==> src/design/uart_frac_pkg.sv <==
package uart_frac_pkg;
    // Register offsets on the SFR port
    localparam logic [7:0] ADDR_SERIAL_PORT_CONTROL = 8'h98;
    localparam logic [7:0] ADDR_SERIAL_DATA_BUFFER = 8'h99;
    localparam logic [7:0] ADDR_BAUD_FRACTION = 8'h9d;
    localparam logic [7:0] ADDR_BAUD_TIMER_CONTROL = 8'h9e;
    localparam logic [7:0] ADDR_CHIP_CONFIGURATION = 8'haf;

    // serial_port_control fields
    localparam int SC_MODE0 = 7;
    localparam int SC_MODE1 = 6;
    localparam int SC_MP = 5;
    localparam int SC_RX_EN = 4;
    localparam int SC_NINTH_TX = 3;
    localparam int SC_NINTH_RX = 2;
    localparam int SC_TX_DONE = 1;
    localparam int SC_RX_DONE = 0;

    // baud_timer_control fields
    localparam int BT_OVR = 7;
    localparam int BT_FRAME_ERR = 6;
    localparam int BT_BREAK_ERR = 5;
    localparam int BT_EXT_LSB = 3;
    localparam int BT_DIV_LSB = 0;

    // chip_configuration fields
    localparam int CFG_EXT_EN = 0;
    localparam int CFG_CARRIER = 1;

    // Reset values
    localparam logic [7:0] PORT_CTRL_RESET = 8'h00;
    localparam logic [4:0] BAUD_DIV_RESET = 5'h00;
    localparam logic [5:0] FRAC_RESET = 6'h00;

    // Timing
    localparam logic [7:0] FRAC_STEPS = 8'h40;
    localparam logic [3:0] OVERSAMPLE_LAST = 4'hf;
    localparam logic [3:0] SAMPLE_MID = 4'h7;
    localparam int BREAK_BITS = 11;
    localparam logic [7:0] BREAK_TICKS = 8'(BREAK_BITS * 16);
    localparam int CLK_HZ = 125000000;
    localparam int CARRIER_HZ = 38000;
    localparam logic [10:0] CARRIER_HALF_CYC = 11'(CLK_HZ / (2 * CARRIER_HZ));

    typedef enum logic [3:0] {
        RX_IDLE = 4'b0001,
        RX_START = 4'b0010,
        RX_DATA = 4'b0100,
        RX_STOP = 4'b1000
    } rx_e;

    typedef enum logic [1:0] {
        TX_IDLE = 2'b01,
        TX_BUSY = 2'b10
    } tx_e;

    typedef struct packed {
        logic [7:0] addr;
        logic wr;
        logic rd;
        logic [7:0] wdata;
    } sfr_req_s;

    typedef struct packed {
        rx_e rx_st;
        tx_e tx_st;
        logic [7:0] port_ctrl;
        logic [7:0] rx_data;
        logic [5:0] frac;
        logic [4:0] baud_div;
        logic frame_err;
        logic break_err;
        logic ovr;
        logic ext_en;
        logic carrier_en;
        logic [9:0] pre_cnt;
        logic [7:0] frac_acc;
        logic tick;
        logic [3:0] rx_os;
        logic [3:0] rx_bits;
        logic [8:0] rx_shift;
        logic [3:0] tx_os;
        logic [3:0] tx_bits;
        logic [10:0] tx_shift;
        logic [7:0] brk_cnt;
        logic [10:0] car_cnt;
        logic carrier;
        logic txd;
        logic rx_s1;
        logic rx_s2;
        logic rx_prev;
        logic wake;
        logic [7:0] rdata;
    } uart_state_s;
endpackage
==> src/design/uart_frac_baud_error_check.sv <==
`timescale 1ns/10ps
module uart_frac_baud_error_check (
    // Clock and reset
    input wire logic clk,
    input wire logic rst,
    // SFR port
    input wire uart_frac_pkg::sfr_req_s sfr,
    output logic [7:0] sfr_rdata,
    // Serial line
    input wire logic rxd,
    output logic txd,
    // Wake event
    output logic wake
);
    import uart_frac_pkg::*;

    uart_state_s s;
    uart_state_s n;
    logic pre_hit;
    logic frame_done;
    logic accept;
    logic stop_bit;
    logic ninth;
    logic mode9;
    logic ovr_set;

    function automatic logic [9:0] pow_mask(input logic [3:0] sh);
        pow_mask = (10'h001 << sh) - 10'h001;
    endfunction

    always_comb
    begin
        n = s;
        n.tick = 1'b0;
        n.wake = 1'b0;
        mode9 = s.port_ctrl[SC_MODE0];
        stop_bit = s.rx_s2;
        ninth = mode9 ? s.rx_shift[8] : stop_bit;
        frame_done = 1'b0;
        accept = 1'b0;
        ovr_set = 1'b0;

        // Pin synchroniser; first stage feeds only the second
        n.rx_s1 = rxd;
        n.rx_s2 = s.rx_s1;
        n.rx_prev = s.rx_s2;
        if (s.rx_prev && !s.rx_s2)
        begin
            n.wake = 1'b1;
        end

        // Software writes first, so hardware sets below win
        if (sfr.wr)
        begin
            case (sfr.addr)
                ADDR_SERIAL_PORT_CONTROL: n.port_ctrl = sfr.wdata;
                ADDR_BAUD_FRACTION: n.frac = sfr.wdata[5:0];
                ADDR_BAUD_TIMER_CONTROL:
                begin
                    n.baud_div = sfr.wdata[BT_EXT_LSB+1:BT_DIV_LSB];
                    n.frame_err = s.frame_err & sfr.wdata[BT_FRAME_ERR];
                    n.break_err = s.break_err & sfr.wdata[BT_BREAK_ERR];
                end
                ADDR_CHIP_CONFIGURATION:
                begin
                    n.ext_en = sfr.wdata[CFG_EXT_EN];
                    n.carrier_en = sfr.wdata[CFG_CARRIER];
                end
                ADDR_SERIAL_DATA_BUFFER:
                begin
                    // A write while a frame is going out is dropped
                    if (s.tx_st == TX_IDLE)
                    begin
                        n.tx_st = TX_BUSY;
                        n.tx_os = 4'h0;
                        n.tx_bits = 4'h0;
                        n.tx_shift = {1'b1, mode9 ? s.port_ctrl[SC_NINTH_TX] : 1'b1, sfr.wdata, 1'b0};
                    end
                end
                default: ;
            endcase
        end
        if (sfr.rd && sfr.addr == ADDR_SERIAL_DATA_BUFFER)
        begin
            n.ovr = 1'b0;
        end

        // Prescaler 2^(div+ext), then 64/(64+frac) fractional gate
        pre_hit = s.pre_cnt >= pow_mask(4'(s.baud_div[2:0]) + 4'(s.baud_div[4:3]));
        n.pre_cnt = pre_hit ? 10'h000 : s.pre_cnt + 10'h001;
        if (pre_hit)
        begin
            if (s.frac_acc + FRAC_STEPS >= FRAC_STEPS + {2'h0, s.frac})
            begin
                n.frac_acc = s.frac_acc + FRAC_STEPS - (FRAC_STEPS + {2'h0, s.frac});
                n.tick = 1'b1;
            end
            else
            begin
                n.frac_acc = s.frac_acc + FRAC_STEPS;
            end
        end

        // Receiver on 16x ticks
        if (s.tick)
        begin
            case (s.rx_st)
                RX_IDLE:
                begin
                    if (!s.rx_s2 && s.port_ctrl[SC_RX_EN])
                    begin
                        n.rx_st = RX_START;
                        n.rx_os = 4'h0;
                    end
                end
                RX_START:
                begin
                    n.rx_os = s.rx_os + 4'h1;
                    if (s.rx_os == SAMPLE_MID)
                    begin
                        // Glitch shorter than half a bit is ignored
                        n.rx_st = s.rx_s2 ? RX_IDLE : RX_DATA;
                        n.rx_os = 4'h0;
                        n.rx_bits = 4'h0;
                    end
                end
                RX_DATA:
                begin
                    n.rx_os = s.rx_os + 4'h1;
                    if (s.rx_os == OVERSAMPLE_LAST)
                    begin
                        n.rx_shift = {s.rx_s2, s.rx_shift[8:1]};
                        n.rx_bits = s.rx_bits + 4'h1;
                        if (s.rx_bits == (mode9 ? 4'h8 : 4'h7))
                        begin
                            n.rx_st = RX_STOP;
                        end
                    end
                end
                RX_STOP:
                begin
                    n.rx_os = s.rx_os + 4'h1;
                    if (s.rx_os == OVERSAMPLE_LAST)
                    begin
                        n.rx_st = RX_IDLE;
                        frame_done = 1'b1;
                    end
                end
                default: n.rx_st = RX_IDLE;
            endcase
        end

        if (frame_done)
        begin
            // Classic: frame lost while flag pending; extended: taken even while flag pending
            accept = (!s.port_ctrl[SC_MP] || ninth) && (s.ext_en || !s.port_ctrl[SC_RX_DONE]);
            if (accept)
            begin
                n.rx_data = mode9 ? s.rx_shift[7:0] : s.rx_shift[8:1];
                n.port_ctrl[SC_NINTH_RX] = ninth;
                n.port_ctrl[SC_RX_DONE] = 1'b1;
                if (s.ext_en && s.port_ctrl[SC_RX_DONE])
                begin
                    ovr_set = 1'b1;
                    n.ovr = 1'b1;
                end
            end
            if (s.ext_en && !stop_bit)
            begin
                n.frame_err = 1'b1;
            end
        end

        // Break: low for more than a whole 9-bit frame
        if (!s.ext_en || s.rx_s2)
        begin
            n.brk_cnt = 8'h00;
        end
        else if (s.tick && s.brk_cnt != 8'hff)
        begin
            n.brk_cnt = s.brk_cnt + 8'h01;
            if (s.brk_cnt == BREAK_TICKS)
            begin
                n.break_err = 1'b1;
            end
        end

        // Transmitter
        if (s.tick && s.tx_st == TX_BUSY)
        begin
            n.tx_os = s.tx_os + 4'h1;
            if (s.tx_os == OVERSAMPLE_LAST)
            begin
                n.tx_shift = {1'b1, s.tx_shift[10:1]};
                n.tx_bits = s.tx_bits + 4'h1;
                if (s.tx_bits == (mode9 ? 4'h9 : 4'h8))
                begin
                    n.port_ctrl[SC_TX_DONE] = 1'b1;
                end
                if (s.tx_bits == (mode9 ? 4'ha : 4'h9))
                begin
                    n.tx_st = TX_IDLE;
                end
            end
        end

        // Carrier divider; free running so enabling it is glitch-safe
        if (s.car_cnt >= CARRIER_HALF_CYC - 11'h001)
        begin
            n.car_cnt = 11'h000;
            n.carrier = !s.carrier;
        end
        else
        begin
            n.car_cnt = s.car_cnt + 11'h001;
        end
        n.txd = n.tx_shift[0] | (n.carrier_en & n.carrier);

        if (sfr.rd)
        begin
            case (sfr.addr)
                ADDR_SERIAL_PORT_CONTROL: n.rdata = s.port_ctrl;
                ADDR_SERIAL_DATA_BUFFER: n.rdata = s.rx_data;
                ADDR_BAUD_FRACTION: n.rdata = {2'h0, s.frac};
                ADDR_BAUD_TIMER_CONTROL: n.rdata = {s.ovr, s.frame_err, s.break_err, s.baud_div};
                ADDR_CHIP_CONFIGURATION: n.rdata = {6'h00, s.carrier_en, s.ext_en};
                default: n.rdata = 8'h00;
            endcase
        end
    end

    always_ff @(posedge clk)
    begin
        if (rst)
        begin
            s <= '0;
            s.rx_st <= RX_IDLE;
            s.tx_st <= TX_IDLE;
            s.port_ctrl <= PORT_CTRL_RESET;
            s.baud_div <= BAUD_DIV_RESET;
            s.frac <= FRAC_RESET;
            s.tx_shift <= '1;
            s.txd <= 1'b1;
            s.rx_s1 <= 1'b1;
            s.rx_s2 <= 1'b1;
            s.rx_prev <= 1'b1;
        end
        else
        begin
            s <= n;
        end
    end

    assign sfr_rdata = s.rdata;
    assign txd = s.txd;
    assign wake = s.wake;
endmodule

==> config.mk <==
export PLATFORM = sky130hd
export DESIGN_NAME = uart_frac_baud_error_check
export DESIGN_NICKNAME = d
export VERILOG_FILES = /design/src/design/uart_frac_pkg.sv /design/src/design/uart_frac_baud_error_check.sv
export SDC_FILE = /design/constraint.sdc
export NUM_CORES = 1
export LEC_CHECK = 0
export ABC_AREA = 1
export BUFFER_PORTS_ARGS = -buffer_cell sky130_fd_sc_hd__buf_2
export CAP_MARGIN = 25
export CORE_MARGIN = 3
export CORE_UTILIZATION = 40
export CTS_BUF_LIST = sky130_fd_sc_hd__clkbuf_4 sky130_fd_sc_hd__clkbuf_8
export DETAILED_ROUTE_END_ITERATION = 10
export PLACE_DENSITY = 0.67
export SLEW_MARGIN = 0
export SYNTH_ARGS = -nofsm -noshare
export SYNTH_HDL_FRONTEND = slang
export SYNTH_SLANG_ARGS = --single-unit
export TNS_END_PERCENT = 100
==> constraint.sdc <==
create_clock -name clk -period 10 [get_ports clk]
set_clock_uncertainty 0.05 [all_clocks]
set_input_delay 0.5 -clock clk [delete_from_list [all_inputs] [get_ports clk]]
set_output_delay 0.5 -clock clk [all_outputs]
set_load 0.02 [all_outputs]
==> summary.md <==
| Metric | Value |
|---|---|
| Final hold vios | `0` |
| Max-Cap Viols | `0` |
| Leakage | `3.16 nW` |
| Antenna Cells | `0` |
| Clock share of power | `0.351` |
| CP Class | `register to register` |
| Routed wire per std cell | `12.1 µm` |
| Commonest non-fill, non-tap cell in the layout | `nand2_1` |
| Global-route wire length before repair | `24700 µm` |
| Total CTS buffers | `17` |
| Mean post-synth cell area | `6.97 µm²` |
| Initial antenna violation count | `0` |
| Post-synthesis mux area share | `0` |
| Cell area power density | `160 nW/µm²` |
| Post_cts resized | `0` |
| Max rail drop VDD | `0.0000633 V` |
| DIE AREA | `18900 µm²` |
| Critical Path End Type | `register` |
| Clock transition at path regs | `0.07 ns` |
| Status | `completed` |
| WP data required | `10.34 ns` |
| I/O pins | `31` |
| Starting density of the core | `0.413` |
| Post-Route WL | `15000 µm` |
| Clk root buf | `clkbuf_8` |
| Final #Nets | `1059` |
| Detailed placement HPWL | `11000 µm` |
| Final worst path period share | `0.384` |
| Seq cells post-synth | `126` |
| Setup TNS | `0 ns` |
| Core ar. | `16800 µm²` |
| Worst Max-Slew Pin Slew | `0.771 ns` |
| Adder-cell share of the synthesized area | `0.0564` |
| Layout cells sized above 1 | `0.121` |
| Internal Power | `839 µW` |
| Footprint of the multi-input gates | `3700 µm²` |
| RSZ-0062 raised after global routing | `false` |
| Fmax | `260 MHz` |
| Vias per cell | `4.88` |
| Gate power share | `0.201` |
| Syn Nets | `1044` |
| Final setup viols | `0` |
| Final Power | `1.20 mW` |
| Number of port buffers | `30` |
| Cell Rows | `47` |
| Total GRT Usage | `0.164` |
| Hold slack | `0.184 ns` |
| Reg area | `2520 µm²` |
| Non-filler cells in the finished layout | `1239` |
| Synth unique cells | `46` |
| Clk_lat worst skew | `0.44 ns` |
| DRC | `0` |
| Fin. max-slew vios | `0` |
| Max clock buf depth | `2` |
| Post-CTS Setup Bufs | `0` |
| Largest net degree at the start of global routing | `49` |
| Min-Delay Path Depth | `2` |
| Placed Cells | `1209` |
| Sequential element share of the synthesized area | `0.364` |
| Commonest cells after routing, fill and taps aside | `nand2_1 (211), dfxtp_1 (126), inv_1 (116), nor2_1 (99), nand3_1 (86)` |
| DR iter-0 viols | `434` |
| Min-delay worst type | `primary input to register` |
| Synth Instances | `993` |
| Synth-to-Final Area Change | `8.49%` |
| CTS tree | `built` |
| Mapped cell area | `6930 µm²` |
| Via count | `6049` |
| Sequential Power Share | `0.448` |
| Number of global-route vias before repair | `5328` |
| XOR/XNOR Fraction of Synth Area | `0.0215` |
| Setup crit start kind | `register` |
| Simple-Gate Fraction of Synth Area | `0.326` |
| Switching Share | `0.302` |
| Synth warnings | `0` |
| Width of the chip | `138 µm` |
| Min cycle time layout | `3.84 ns` |
| Worst reg2reg path depth | `20` |
| GRT overflow | `0` |
| Compound-Gate Fraction of Synth Area | `0.130` |
| Critical Path Fanout Max | `11` |
| Slew headroom | `0.485` |
| Sw power | `364 µW` |
| Filler Cells Inserted | `1755` |
| Main combinational cell family by area after synthesis | `simple AND/OR/NAND/NOR gates` |
| DRT Pass-1 Iters | `5` |
| CTS H-tree depth | `4` |
| Clk sinks | `126` |
| CTS Hold Bufs | `0` |
| Arr. time, crit path | `4.18 ns` |
| Floorplan die height | `138 µm` |
| GPL Wtd Cong | `0.876` |
| Routed Antenna Nets | `0` |
[power groups by stage]
| stage | logic, mW | registers, mW | clock network, mW |
|---|---|---|---|
| floorplan | 0.199 | 0.545 | 0 |
| finish | 0.242 | 0.539 | 0.422 |
| CTS | 0.243 | 0.539 | 0.436 |
| global placement | 0.239 | 0.550 | 0 |
| detailed placement | 0.241 | 0.550 | 0 |
| global route | 0.281 | 0.541 | 0.459 |
[state kept, by name (all words and copies together) (netlist names)]
signal	flops
mode9	1
wake	1
sfr_rdata	8
n	1
s	113
txd	1
stop_bit	1
[Yosys cell counts (all sizes together)]
library cell	n	area share
or2	9	0.0081
a211oi	1	0.0011
a21o	2	0.0022
o22ai	1	0.00090
nor4	1	0.00090
clkbuf	9	0.0049
nand3	92	0.072
nand3b	3	0.0033
o211ai	8	0.0094
ha	28	0.051
nand4	23	0.022
fa	2	0.0058
and3	1	0.00090
nor2	114	0.073
dfxtp	126	0.36
nand2	223	0.13
xnor2	6	0.0076
buf	27	0.027
a21oi	78	0.058
xor2	11	0.014
a21boi	1	0.0011
nor3	21	0.018
inv	128	0.069
a31oi	2	0.0027
o21ai	73	0.053
nor3b	1	0.0011
o21bai	2	0.0022
[cell families (layout without fill, tap and decap cells)]
group                      Yosys count  in the layout
DFF                                126            126
buffers and inverters              164            190
AOI/OAI and AO/OA                  168            168
adders and majority gates           30             30
and+or+nand+nor                    488            488
xor gates and xnor gates            17             17
[routing by layer]
layer  share of wire  GRT usage
met2            0.43      0.250
met1            0.51      0.226
met4           0.016     0.0588
met5               0          0
met3           0.043     0.0376
[layout make-up]
cell class | instances | share of cell area
multi-input combinational | 703 | 0.492
sequential | 126 | 0.336
inverter | 128 | 0.0639
clock buffer | 22 | 0.0370
tap | 220 | 0.0366
timing repair buffer | 32 | 0.0220
clock inverter | 8 | 0.0123
[worst max-delay path, cell delays in order (launching register included)]
cell and delay (ns):
dfxtp_1 0.36, ha_1 0.18, inv_1 0.05, fa_1 0.40, inv_1 0.07, nand2_1 0.05, nand2_1 0.17, inv_1 0.10
nor3_1 0.21, nand2_1 0.12, ha_1 0.23, nand2_1 0.13, nor2_1 0.06, xor2_1 0.14, ha_1 0.28, nand2_1 0.08
a21oi_1 0.04, nor2_1 0.15, nand4_1 0.42, or2_2 0.44, nand2_1 0.06
[through the flow]
step	area (µm²)	utilization	setup WS, ns
after global placement	7140	0.426	6.35
after detailed placement	7140	0.426	6.17
after global routing	7510	0.448	5.78
after CTS	7510	0.448	6.15
after floorplan	6930	-	6.85
final	7510	0.448	6.16
[final timing paths]
| path | start | to | slack [ns] |
|---|---|---|---|
| setup / recovery | s[96] | s[77] | 6.16 |
| hold / removal | rxd | n[10] | 0.18 |
| setup reg to reg | s[96] | s[77] | 6.16 |
| hold reg to reg | n[10] | stop_bit | 0.40 |
Note: power is estimated with default switching activity, not from simulation.
